[config.mk]
export PLATFORM = sky130hd
export DESIGN_NAME = laot_regs
export DESIGN_NICKNAME = d
export VERILOG_FILES = /design/src/laot_pkg.sv /design/src/laot_lane_alarm.sv /design/src/laot_regs.sv
export VERILOG_INCLUDE_DIRS = /design/src
export SDC_FILE = /design/constraint.sdc
export NUM_CORES = 1
export LEC_CHECK = 0
export BUFFER_PORTS_ARGS = -buffer_cell sky130_fd_sc_hd__buf_2
export CAP_MARGIN = 5
export CORE_MARGIN = 4
export CORE_UTILIZATION = 35
export CTS_CLUSTER_SIZE = 40
export DETAILED_ROUTE_END_ITERATION = 10
export PLACE_DENSITY = 0.68
export SKIP_LAST_GASP = 1
export SYNTH_ARGS = -nofsm -noshare
export SYNTH_HDL_FRONTEND = slang
export SYNTH_HIERARCHICAL = 1
export SYNTH_SLANG_ARGS = --single-unit
[constraint.sdc]
create_clock -name ref_clk -period 4.8 [get_ports ref_clk]
set_input_delay 0.24 -clock ref_clk [delete_from_list [all_inputs] [get_ports ref_clk]]
set_output_delay 0.24 -clock ref_clk [all_outputs]
set_load 0.01 [all_outputs]
[src/laot_cfg.svh]
/*
 * Constants for the lane alarm and offset trim register slice: offsets, field
 * positions, reset values.
 * Assumes inclusion by bare name from every design file that needs it.
 */
`ifndef LAOT_CFG_SVH
`define LAOT_CFG_SVH

// ==========================================================================
// Register offsets (byte addresses of the control space)
`define LAOT_LANE_ALARM_ADDR 12'h2C4
`define LAOT_CORE0_TRIM_ADDR 12'h330
`define LAOT_CORE1_TRIM_ADDR 12'h332
`define LAOT_CORE2A_TRIM_ADDR 12'h334
`define LAOT_CORE2B_TRIM_ADDR 12'h336
`define LAOT_IRQ_STATUS_ADDR 12'h3F0
`define LAOT_IRQ_MASK_ADDR 12'h3F2
`define LAOT_CAL_CTRL_ADDR 12'h3F4
`define LAOT_CAL_STATUS_ADDR 12'h3F6

// ==========================================================================
// Field layouts and reset values
`define LAOT_NUM_LANES 8
`define LAOT_TRIM_MSB 11
`define LAOT_TRIM_W 12
`define LAOT_LANE_ALARM_RESET 8'hFF
`define LAOT_TRIM_RESET 12'h000
`define LAOT_IRQ_MASK_RESET 4'h0
`define LAOT_CAL_FG_OS_BIT 0
`define LAOT_BACKGROUND_CALIBRATION_ENABLE_BIT 1
`define LAOT_CONTINUOUS_OFFSET_TRACKING_ENABLE_BIT 2
`define LAOT_IRQ_LANE_BIT 0
`define LAOT_IRQ_FUSE_BIT 1
`define LAOT_IRQ_ACCESS_BIT 2
`define LAOT_IRQ_DONE_BIT 3

`endif

[src/laot_pkg.sv]
/*
 * Types shared by the lane alarm and offset trim register slice.
 * Assumes laot_cfg.svh supplies the widths.
 */
`include "laot_cfg.svh"

package laot_pkg;

	typedef logic [`LAOT_TRIM_MSB:0] laot_trim_t;
	typedef logic [`LAOT_NUM_LANES-1:0] laot_lanes_t;

	// Who may touch the trim registers, from the calibration settings.
	typedef enum logic [1:0] {
		LAOT_ACC_FREE = 2'b00,
		LAOT_ACC_WAIT_DONE = 2'b01,
		LAOT_ACC_FORBIDDEN = 2'b10,
		LAOT_ACC_BUSY = 2'b11
	} laot_access_e;

endpackage : laot_pkg

[src/laot_lane_alarm.sv]
/*
 * Eight sticky per-lane FIFO alarm bits with write-one-to-clear and a clear-all.
 * Assumes fault inputs are synchronous to ref_clk and clears are one-cycle pulses.
 */
`timescale 1ns/10ps
`include "laot_cfg.svh"

module laot_lane_alarm (
	input wire logic ref_clk,
	input wire logic reset,
	input wire logic [`LAOT_NUM_LANES-1:0] lane_fault,
	input wire logic [`LAOT_NUM_LANES-1:0] clear_bits,
	input wire logic clear_all,
	output logic [`LAOT_NUM_LANES-1:0] alarm_q
);

	// ==========================================================================
	// Per-lane sticky bits
	genvar i;
	generate
		for (i = 0; i < `LAOT_NUM_LANES; i = i + 1) begin : g_lane
			always_ff @(posedge ref_clk) begin
				if (reset) begin
					alarm_q[i] <= 1'b1;
				end else if (lane_fault[i]) begin
					// A fault in the clear cycle wins, so a lingering fault re-trips at once.
					alarm_q[i] <= 1'b1;
				end else if (clear_bits[i] || clear_all) begin
					alarm_q[i] <= 1'b0;
				end
			end
		end
	endgenerate

	a_fault_sets_bit: assert property (@(posedge ref_clk) disable iff (reset)
		(|lane_fault) |=> ((alarm_q & $past(lane_fault)) == $past(lane_fault)))
		else $error("lane fault did not set its alarm bit");

	a_clear_all_works: assert property (@(posedge ref_clk) disable iff (reset)
		(clear_all && lane_fault == '0) |=> alarm_q == '0)
		else $error("summary clear left a lane alarm set");

endmodule : laot_lane_alarm

[src/laot_regs.sv]
/*
 * Register slice: per-lane FIFO alarm register, four offset trim registers,
 * interrupt status and mask, calibration settings mirror.
 * Assumes a plain register port on ref_clk, lane faults and calibration state
 * arriving from other clock domains, and a fuse loader that pulses fuse_load_valid.
 */
// How it works
// - Each of eight lanes has an alarm bit set whenever its FIFO overflows or underflows.
// - After reset every lane alarm bit reads as one.
// - Writing one to a lane alarm bit clears it and writing zero leaves it alone.
// - A fault still present when its bit is cleared sets the bit again at once.
// - Writing one to the summary FIFO alarm bit clears all lane alarm bits; here a pulse on the fifo_alarm_summary_clear input does it, not a register bit.
// - The core 0 trim holds a 12-bit unsigned value applied as core 0 offset.
// - The core 1 trim holds a 12-bit value applied as core 1 offset.
// - Core 2 uses its own 12-bit trim register while sampling input A.
// - Core 2 uses a separate 12-bit trim register while sampling input B.
// - Trim defaults are loaded from fuse memory rather than fixed constants; here reset loads 12'h000 until fuse_load_valid pulses.
// - Foreground offset with background but no tracking still trims the spare cores.
`timescale 1ns/10ps
`include "laot_cfg.svh"

module laot_regs (
	input wire logic ref_clk,
	input wire logic reset,
	input wire logic [11:0] reg_addr,
	input wire logic [15:0] reg_wdata,
	input wire logic reg_write,
	input wire logic reg_read,
	output logic [15:0] reg_rdata,
	input wire logic [`LAOT_NUM_LANES-1:0] lane_fifo_fault,
	input wire logic fifo_alarm_summary_clear,
	input wire logic offset_cal_busy,
	input wire logic foreground_calibration_complete,
	input wire logic fuse_load_valid,
	input wire logic [`LAOT_TRIM_MSB:0] fuse_core0_trim,
	input wire logic [`LAOT_TRIM_MSB:0] fuse_core1_trim,
	input wire logic [`LAOT_TRIM_MSB:0] fuse_core2a_trim,
	input wire logic [`LAOT_TRIM_MSB:0] fuse_core2b_trim,
	input wire logic core2_select_input_b,
	output logic [`LAOT_TRIM_MSB:0] core0_offset_trim,
	output logic [`LAOT_TRIM_MSB:0] core1_offset_trim,
	output logic [`LAOT_TRIM_MSB:0] core2_offset_trim,
	output logic foreground_offset_calibration_enable,
	output logic background_calibration_enable,
	output logic continuous_offset_tracking_enable,
	output logic spare_core_offset_cal,
	output logic [`LAOT_NUM_LANES-1:0] lane_fifo_alarm_bits,
	output logic irq
);

	// ==========================================================================
	// Input synchronisers
	logic [`LAOT_NUM_LANES-1:0] fault_meta_q;
	logic [`LAOT_NUM_LANES-1:0] fault_sync_q;
	logic busy_meta_q;
	logic busy_sync_q;
	logic done_meta_q;
	logic done_sync_q;
	logic done_prev_q;

	always_ff @(posedge ref_clk) begin
		if (reset) begin
			fault_meta_q <= '0;
			fault_sync_q <= '0;
			busy_meta_q <= 1'b0;
			busy_sync_q <= 1'b0;
			done_meta_q <= 1'b0;
			done_sync_q <= 1'b0;
			done_prev_q <= 1'b0;
		end else begin
			fault_meta_q <= lane_fifo_fault;
			fault_sync_q <= fault_meta_q;
			busy_meta_q <= offset_cal_busy;
			busy_sync_q <= busy_meta_q;
			done_meta_q <= foreground_calibration_complete;
			done_sync_q <= done_meta_q;
			done_prev_q <= done_sync_q;
		end
	end

	// ==========================================================================
	// Address decode
	logic hit_lane;
	logic hit_t0;
	logic hit_t1;
	logic hit_t2a;
	logic hit_t2b;
	logic hit_irq_status;
	logic hit_irq_mask;
	logic hit_cal_ctrl;
	logic hit_cal_status;
	logic hit_trim;

	assign hit_lane = reg_addr == `LAOT_LANE_ALARM_ADDR;
	assign hit_t0 = reg_addr == `LAOT_CORE0_TRIM_ADDR;
	assign hit_t1 = reg_addr == `LAOT_CORE1_TRIM_ADDR;
	assign hit_t2a = reg_addr == `LAOT_CORE2A_TRIM_ADDR;
	assign hit_t2b = reg_addr == `LAOT_CORE2B_TRIM_ADDR;
	assign hit_irq_status = reg_addr == `LAOT_IRQ_STATUS_ADDR;
	assign hit_irq_mask = reg_addr == `LAOT_IRQ_MASK_ADDR;
	assign hit_cal_ctrl = reg_addr == `LAOT_CAL_CTRL_ADDR;
	assign hit_cal_status = reg_addr == `LAOT_CAL_STATUS_ADDR;
	assign hit_trim = hit_t0 || hit_t1 || hit_t2a || hit_t2b;

	// ==========================================================================
	// Calibration settings and trim access policy
	logic [2:0] cal_ctrl_q;
	laot_pkg::laot_access_e access_mode;
	logic trim_access_ok;

	always_ff @(posedge ref_clk) begin
		if (reset) begin
			cal_ctrl_q <= 3'h0;
		end else if (reg_write && hit_cal_ctrl) begin
			cal_ctrl_q <= reg_wdata[2:0];
		end
	end

	assign foreground_offset_calibration_enable = cal_ctrl_q[`LAOT_CAL_FG_OS_BIT];
	assign background_calibration_enable = cal_ctrl_q[`LAOT_BACKGROUND_CALIBRATION_ENABLE_BIT];
	assign continuous_offset_tracking_enable = cal_ctrl_q[`LAOT_CONTINUOUS_OFFSET_TRACKING_ENABLE_BIT];
	// Spare cores still get their offset during the foreground step.
	assign spare_core_offset_cal = cal_ctrl_q[`LAOT_CAL_FG_OS_BIT] &&
		cal_ctrl_q[`LAOT_BACKGROUND_CALIBRATION_ENABLE_BIT] && !cal_ctrl_q[`LAOT_CONTINUOUS_OFFSET_TRACKING_ENABLE_BIT];

	always_comb begin
		if (busy_sync_q) begin
			access_mode = laot_pkg::LAOT_ACC_BUSY;
		end else if (background_calibration_enable && continuous_offset_tracking_enable) begin
			access_mode = laot_pkg::LAOT_ACC_FORBIDDEN;
		end else if (foreground_offset_calibration_enable) begin
			access_mode = laot_pkg::LAOT_ACC_WAIT_DONE;
		end else begin
			access_mode = laot_pkg::LAOT_ACC_FREE;
		end
	end

	// The device protects itself: trim writes outside the allowed window are dropped
	// and flagged, since a half-calibrated trim would corrupt the converter.
	always_comb begin
		unique case (access_mode)
			laot_pkg::LAOT_ACC_FREE: trim_access_ok = 1'b1;
			laot_pkg::LAOT_ACC_WAIT_DONE: trim_access_ok = done_sync_q;
			laot_pkg::LAOT_ACC_FORBIDDEN: trim_access_ok = 1'b0;
			laot_pkg::LAOT_ACC_BUSY: trim_access_ok = 1'b0;
		endcase
	end

	logic trim_wr;
	logic bad_access;
	assign trim_wr = reg_write && hit_trim && trim_access_ok;
	assign bad_access = (reg_write || reg_read) && hit_trim && !trim_access_ok;

	// ==========================================================================
	// Offset trim registers
	logic [`LAOT_TRIM_MSB:0] trim0_q;
	logic [`LAOT_TRIM_MSB:0] trim1_q;
	logic [`LAOT_TRIM_MSB:0] trim2a_q;
	logic [`LAOT_TRIM_MSB:0] trim2b_q;
	logic fuse_done_q;

	always_ff @(posedge ref_clk) begin
		if (reset) begin
			trim0_q <= `LAOT_TRIM_RESET;
			trim1_q <= `LAOT_TRIM_RESET;
			trim2a_q <= `LAOT_TRIM_RESET;
			trim2b_q <= `LAOT_TRIM_RESET;
		end else if (fuse_load_valid) begin
			trim0_q <= fuse_core0_trim;
			trim1_q <= fuse_core1_trim;
			trim2a_q <= fuse_core2a_trim;
			trim2b_q <= fuse_core2b_trim;
		end else if (trim_wr) begin
			// Bits 15:12 are reserved; software keeps them zero and they are not stored.
			if (hit_t0) begin
				trim0_q <= reg_wdata[`LAOT_TRIM_MSB:0];
			end
			if (hit_t1) begin
				trim1_q <= reg_wdata[`LAOT_TRIM_MSB:0];
			end
			if (hit_t2a) begin
				trim2a_q <= reg_wdata[`LAOT_TRIM_MSB:0];
			end
			if (hit_t2b) begin
				trim2b_q <= reg_wdata[`LAOT_TRIM_MSB:0];
			end
		end
	end

	always_ff @(posedge ref_clk) begin
		if (reset) begin
			fuse_done_q <= 1'b0;
		end else if (fuse_load_valid) begin
			fuse_done_q <= 1'b1;
		end
	end

	assign core0_offset_trim = trim0_q;
	assign core1_offset_trim = trim1_q;
	// Core 2 switches trims with its input so each input keeps its own correction.
	assign core2_offset_trim = core2_select_input_b ? trim2b_q : trim2a_q;

	// ==========================================================================
	// Lane FIFO alarm bits
	logic [`LAOT_NUM_LANES-1:0] lane_clear;
	assign lane_clear = (reg_write && hit_lane) ? reg_wdata[`LAOT_NUM_LANES-1:0] : '0;

	laot_lane_alarm u_lane_alarm (
		.ref_clk(ref_clk),
		.reset(reset),
		.lane_fault(fault_sync_q),
		.clear_bits(lane_clear),
		.clear_all(fifo_alarm_summary_clear),
		.alarm_q(lane_fifo_alarm_bits)
	);

	// ==========================================================================
	// Interrupt status and mask
	logic [3:0] irq_status_q;
	logic [3:0] irq_mask_q;
	logic [3:0] irq_event;
	logic status_rd;

	assign irq_event[`LAOT_IRQ_LANE_BIT] = |fault_sync_q;
	assign irq_event[`LAOT_IRQ_FUSE_BIT] = fuse_load_valid;
	assign irq_event[`LAOT_IRQ_ACCESS_BIT] = bad_access;
	assign irq_event[`LAOT_IRQ_DONE_BIT] = done_sync_q && !done_prev_q;
	assign status_rd = reg_read && hit_irq_status;

	always_ff @(posedge ref_clk) begin
		if (reset) begin
			irq_status_q <= 4'h0;
		end else begin
			// A new event in the reading cycle survives the clear-on-read.
			irq_status_q <= (status_rd ? 4'h0 : irq_status_q) | irq_event;
		end
	end

	always_ff @(posedge ref_clk) begin
		if (reset) begin
			irq_mask_q <= `LAOT_IRQ_MASK_RESET;
		end else if (reg_write && hit_irq_mask) begin
			irq_mask_q <= reg_wdata[3:0];
		end
	end

	assign irq = |(irq_status_q & irq_mask_q);

	// ==========================================================================
	// Read data, one cycle after the read strobe; unmapped addresses read zero
	always_ff @(posedge ref_clk) begin
		if (reset) begin
			reg_rdata <= 16'h0000;
		end else if (reg_read) begin
			if (hit_lane) begin
				reg_rdata <= {8'h00, lane_fifo_alarm_bits};
			end else if (hit_trim && !trim_access_ok) begin
				reg_rdata <= 16'h0000;
			end else if (hit_t0) begin
				reg_rdata <= {4'h0, trim0_q};
			end else if (hit_t1) begin
				reg_rdata <= {4'h0, trim1_q};
			end else if (hit_t2a) begin
				reg_rdata <= {4'h0, trim2a_q};
			end else if (hit_t2b) begin
				reg_rdata <= {4'h0, trim2b_q};
			end else if (hit_irq_status) begin
				reg_rdata <= {12'h000, irq_status_q};
			end else if (hit_irq_mask) begin
				reg_rdata <= {12'h000, irq_mask_q};
			end else if (hit_cal_ctrl) begin
				reg_rdata <= {13'h0000, cal_ctrl_q};
			end else if (hit_cal_status) begin
				reg_rdata <= {12'h000, fuse_done_q, done_sync_q, busy_sync_q, trim_access_ok};
			end else begin
				reg_rdata <= 16'h0000;
			end
		end else begin
			reg_rdata <= 16'h0000;
		end
	end

	// ==========================================================================
	// Checks
	a_lane_reset_ones: assert property (@(posedge ref_clk)
		$fell(reset) |-> lane_fifo_alarm_bits == 8'hFF)
		else $error("lane alarms not all set after reset");

	a_lane_w1c: assert property (@(posedge ref_clk) disable iff (reset)
		(reg_write && hit_lane && fault_sync_q == '0 && !fifo_alarm_summary_clear)
		|=> ((lane_fifo_alarm_bits & $past(reg_wdata[7:0])) == 8'h00) &&
		((lane_fifo_alarm_bits & ~$past(reg_wdata[7:0])) ==
		($past(lane_fifo_alarm_bits) & ~$past(reg_wdata[7:0]))))
		else $error("lane alarm write-one-clear wrong");

	a_fault_persists: assert property (@(posedge ref_clk) disable iff (reset)
		(|lane_fifo_fault) |-> ##3 ((lane_fifo_alarm_bits & $past(lane_fifo_fault, 3))
		== $past(lane_fifo_fault, 3)))
		else $error("persisting lane fault not flagged");

	a_trim0_write: assert property (@(posedge ref_clk) disable iff (reset)
		(trim_wr && hit_t0 && !fuse_load_valid) |=> core0_offset_trim == $past(reg_wdata[11:0]))
		else $error("core 0 trim not applied");

	a_trim1_write: assert property (@(posedge ref_clk) disable iff (reset)
		(trim_wr && hit_t1 && !fuse_load_valid) |=> core1_offset_trim == $past(reg_wdata[11:0]))
		else $error("core 1 trim not applied");

	a_core2_input_a: assert property (@(posedge ref_clk) disable iff (reset)
		(trim_wr && hit_t2a && !fuse_load_valid) ##1 !core2_select_input_b
		|-> core2_offset_trim == $past(reg_wdata[11:0]))
		else $error("core 2 input A trim not applied");

	a_core2_input_b: assert property (@(posedge ref_clk) disable iff (reset)
		(trim_wr && hit_t2b && !fuse_load_valid) ##1 core2_select_input_b
		|-> core2_offset_trim == $past(reg_wdata[11:0]))
		else $error("core 2 input B trim not applied");

	a_fuse_load: assert property (@(posedge ref_clk) disable iff (reset)
		fuse_load_valid |=> core0_offset_trim == $past(fuse_core0_trim) &&
		trim2b_q == $past(fuse_core2b_trim))
		else $error("fuse defaults not loaded");

	// A refused write must leave the core 0 and core 1 trims alone, whatever the reason for refusal.
	a_trim_refused: assert property (@(posedge ref_clk) disable iff (reset)
		(reg_write && hit_trim && !trim_access_ok && !fuse_load_valid)
		|=> core0_offset_trim == $past(core0_offset_trim) &&
		core1_offset_trim == $past(core1_offset_trim))
		else $error("refused trim write changed a trim");

	a_tracking_blocks: assert property (@(posedge ref_clk) disable iff (reset)
		(background_calibration_enable && continuous_offset_tracking_enable &&
		reg_write && hit_t0 && !fuse_load_valid)
		|=> core0_offset_trim == $past(core0_offset_trim))
		else $error("trim written while tracking enabled");

	a_spare_cal: assert property (@(posedge ref_clk) disable iff (reset)
		spare_core_offset_cal |-> foreground_offset_calibration_enable &&
		!continuous_offset_tracking_enable)
		else $error("spare core calibration in wrong setting");

endmodule : laot_regs

==> results by group <==
Final layout
  • NumNets Final: 723
  • N_diodes: 0
  • Layout cell share with drive strength beyond 1: 36.5%
  • Fill cells: 1,425
  • Post-route insts no fill: 815
  • Synthesis-to-finish area growth: 21.0%

Min path
  • HP Start: lane_fifo_fault[6]
  • HP Class: in2reg

Global route
  • Overflow left after global routing: 0
  • First-pass GRT wire length: 24,100 µm
  • Gr usage total: 19.0%
  • Number of global-route vias before repair: 4,392
  • Largest net degree at the start of global routing: 55
  • Initial antenna violation count: 4

Logic synthesis
  • Synth Area in XOR/XNOR: 0%
  • Top post-synthesis cells by area: dfxtp_1 40%, nor2b_1 8.9%, a2111oi_2 7.4%, nor3_1 5.2%, mux2_2 4.2%
  • Main combinational cell family by area after synthesis: simple AND/OR/NAND/NOR gates
  • Syn Area/Cell: 9.91 µm²
  • Ys Warns: 6
  • Mux share of post-synthesis cell area: 8.59%
  • Synthesized area: 0.00505 mm²
  • Post-synthesis sequential area ratio: 40.0%
  • Number of flops mapped to enable cells by yosys: 0
  • Complex-gate fraction of the synthesized area: 19.8%
  • Adder-cell area share of the yosys netlist: 0%
  • Most used flip-flop cell after synthesis: dfxtp_1
  • Yosys top cell area share: 40.0%
  • Post-synth cell types: 58
  • Post-synth top area cell: dfxtp_1
  • Post-Synth Simple-Gate Area: 26.0%
  • Synthesized flop and latch total: 101
  • Fraction of registers with async set/reset: 0%
  • Post-Synthesis Cells: 510

CTS
  • H-tree levels: 3
  • CTS Buffer Depth: 2
  • # hold bufs at CTS: 0
  • Clk Latency, worst-skew pair: 0.35 ns
  • CTS clk-pin slew, worst paths: 0.07 ns
  • CTS Buf Count: 9
  • Clock root cell: clkbuf_16
  • Post-CTS Setup Bufs: 0
  • CTS tree: done
  • Clock Sinks: 101
  • Post-CTS Resized: 0

Timing
  • Final TNS setup: 0 ns
  • Worst slew pin tran: 1.02 ns
  • Minimum clock period: 2.55 ns
  • Final Max Tran Viols: 0
  • Fin. Hold Viols: 0
  • Max Freq: 392 MHz
  • RSZ-0062 raised after global routing: false
  • Hold_ws: 0.0919 ns
  • Setup violators final: 0
  • Relative slew margins: 32.1%
  • Skew final: 0.00943 ns
  • Final worst-path cycle share: 53.1%
  • Worst setup margin: 2.25 ns

Pwr
  • Maximum vdd drop: 0.145 mV
  • Post-layout power: 1.94 mW
  • Power Dens Cells: 317 mW/mm²
  • Pleak: 2.51 nW

Flow run
  • Max-cap violations: 0

Worst setup path
  • CP Cell Sequence: a21oi_1 > nand3_2 > nor3_4 > buf_4 > nor3_1 > a2111oi_2
  • Slowest cell delay on critical path: 0.79 ns
  • CP startpoint: cal_ctrl_q[1]
  • Setup crit end: core1_offset_trim[10]
  • CP endpoint kind: register
  • Flop2flop setup slack: 2.25 ns
  • Worst EP arrival: 2.79 ns
  • Worst path slowest cell: nor3_4
  • Worst Path Required: 5.04 ns
  • Reg-to-reg critical path startpoint: cal_ctrl_q[1]
  • CP Launch Type: register
  • Worst setup path class: reg2reg
  • Reg2reg end: core1_offset_trim[10]
  • Worst r2r path cells: 6
  • Crit Path Max Fanout: 19

Detailed routing
  • Drt drc: 0
  • Final ANT Viol Nets: 0
  • Via density: 5.49
  • Via count of the routed design: 4,475
  • Initial DRC count: 230
  • DR pass1 iterations: 4
  • DRT Wirelength: 15,600 µm
  • WL/cell: 19.1 µm

Place
  • I/O Buffers: 149
  • Final Wtd Congestion: 0.880
  • Placement Setup Slack: 1.88 ns
  • Detailed Place HPWL: 11,900 µm
  • Placed Instances: 799

Die
  • Core Area: 0.0140 mm²
  • Die width: 128 µm
  • Die footprint: 0.0164 mm²
  • Row count: 43
  • Die height: 128 µm
  • Initial core utilization: 36.1%
  • Top Ports: 158

Run status
  • Run status: completed
[cells by family after synthesis]
| family | after synthesis |
|---|---|
| simple gates | 223 |
| flops | 101 |
| compound gates | 98 |
| buf+inv | 51 |
| mux | 36 |
| other cells | 1 |
[per-stage QoR]
stage | instance area, µm² | utilization, %
floorplan | 5060 | -
global placement | 5810 | 41.5
detailed placement | 5810 | 41.5
CTS | 6120 | 43.7
global route | 6120 | 43.7
finish | 6120 | 43.7
[cell usage after synthesis, types with 4 or more instances]
library cell,instances
buf_6,8
a22oi_1,6
and3_1,10
a2111oi_2,25
dfxtp_1,101
buf_4,5
nand2_1,13
a2111oi_1,9
buf_2,9
a21oi_1,8
clkbuf_1,23
mux4_2,4
o22ai_1,4
a211o_1,8
mux2i_1,13
nor3_1,53
a2111oi_0,12
nor2b_1,72
nor2_1,45
mux2_2,19
[area by class of cell]
class                           instances  area, µm²  area share, %
Clock buffer                           10        239           3.91
Clock inverter                          6       72.6           1.19
Inverter                                3       11.3          0.184
Multi-Input combinational cell        361       2760           45.1
Sequential cell                       101       2020           33.1
Tap cell                              180        225           3.68
Timing Repair Buffer                  154        786           12.8
[flip-flops by register name, indices dropped and copies added, names as in the netlist, 3 cells and up]
| register | flops |
|---|---|
| u_lane_alarm/alarm_q | 8 |
| trim2a_q | 12 |
| irq_status_q | 4 |
| trim2b_q | 12 |
| core1_offset_trim | 12 |
| fault_sync_q | 8 |
| core0_offset_trim | 12 |
| reg_rdata | 12 |
| fault_meta_q | 8 |
| irq_mask_q | 4 |
| cal_ctrl_q | 3 |
[routing by layer]
| layer | wire [µm] | track usage [%] |
|---|---|---|
| met4 | 466 | 8.49 |
| met3 | 1250 | 4.75 |
| met2 | 7160 | 29.6 |
| met1 | 6650 | 25.0 |
| met5 | 51 | 0 |
[layout by cell type (no fill, tap or decap), types with 3 or more instances in the layout]
master / synthesis / final
inv_1: 3 / 3
a21oi_1: 8 / 8
clkbuf_16: 0 / 9
nand2b_1: 3 / 3
dfxtp_1: 101 / 101
conb_1: 1 / 4
nor3_1: 53 / 53
o22ai_1: 4 / 4
a2111oi_2: 25 / 25
mux4_2: 4 / 4
o21ai_0: 3 / 3
o21ai_1: 3 / 3
a211o_1: 8 / 8
a22o_1: 3 / 3
nand2_1: 13 / 13
buf_4: 5 / 6
mux2i_1: 13 / 13
nor3_4: 3 / 3
buf_2: 9 / 148
a2111oi_0: 12 / 12
a2111oi_1: 9 / 9
mux2_2: 19 / 19
nor2_1: 45 / 45
and3_1: 10 / 10
nor4_1: 3 / 3
nor2b_1: 72 / 72
nand4_1: 3 / 3
clkinv_4: 0 / 4
a22oi_1: 6 / 6
[how the worst min path moves through the flow]
| stage | slack [ns] | cells past startpoint | endpoint |
|---|---|---|---|
| 4_1_cts | 0.08 | 2 | fault_meta_q[6] |
| 5_1_grt | 0.09 | 2 | fault_meta_q[6] |
| 3_5_place_dp | 0.42 | 1 | busy_sync_q |
| 2_1_floorplan | 0.37 | 1 | busy_meta_q |
| 6_report | 0.09 | 2 | fault_meta_q[6] |
| 3_3_place_gp | 0.42 | 1 | fault_sync_q[6] |
[where the power goes]
group,internal [mW],switching (mW)
registers,0.882,0.0344
clock network,0.422,0.328
logic,0.125,0.151
[worst max-delay path, delay by kind of cell, from the launching register on]
family | cells | cell delay, ns
compound gates | 2 | 0.67
simple gates | 3 | 1.10
buf+inv | 1 | 0.29
flops | 1 | 0.37
No activity file was read; power rests on OpenSTA's default activity.
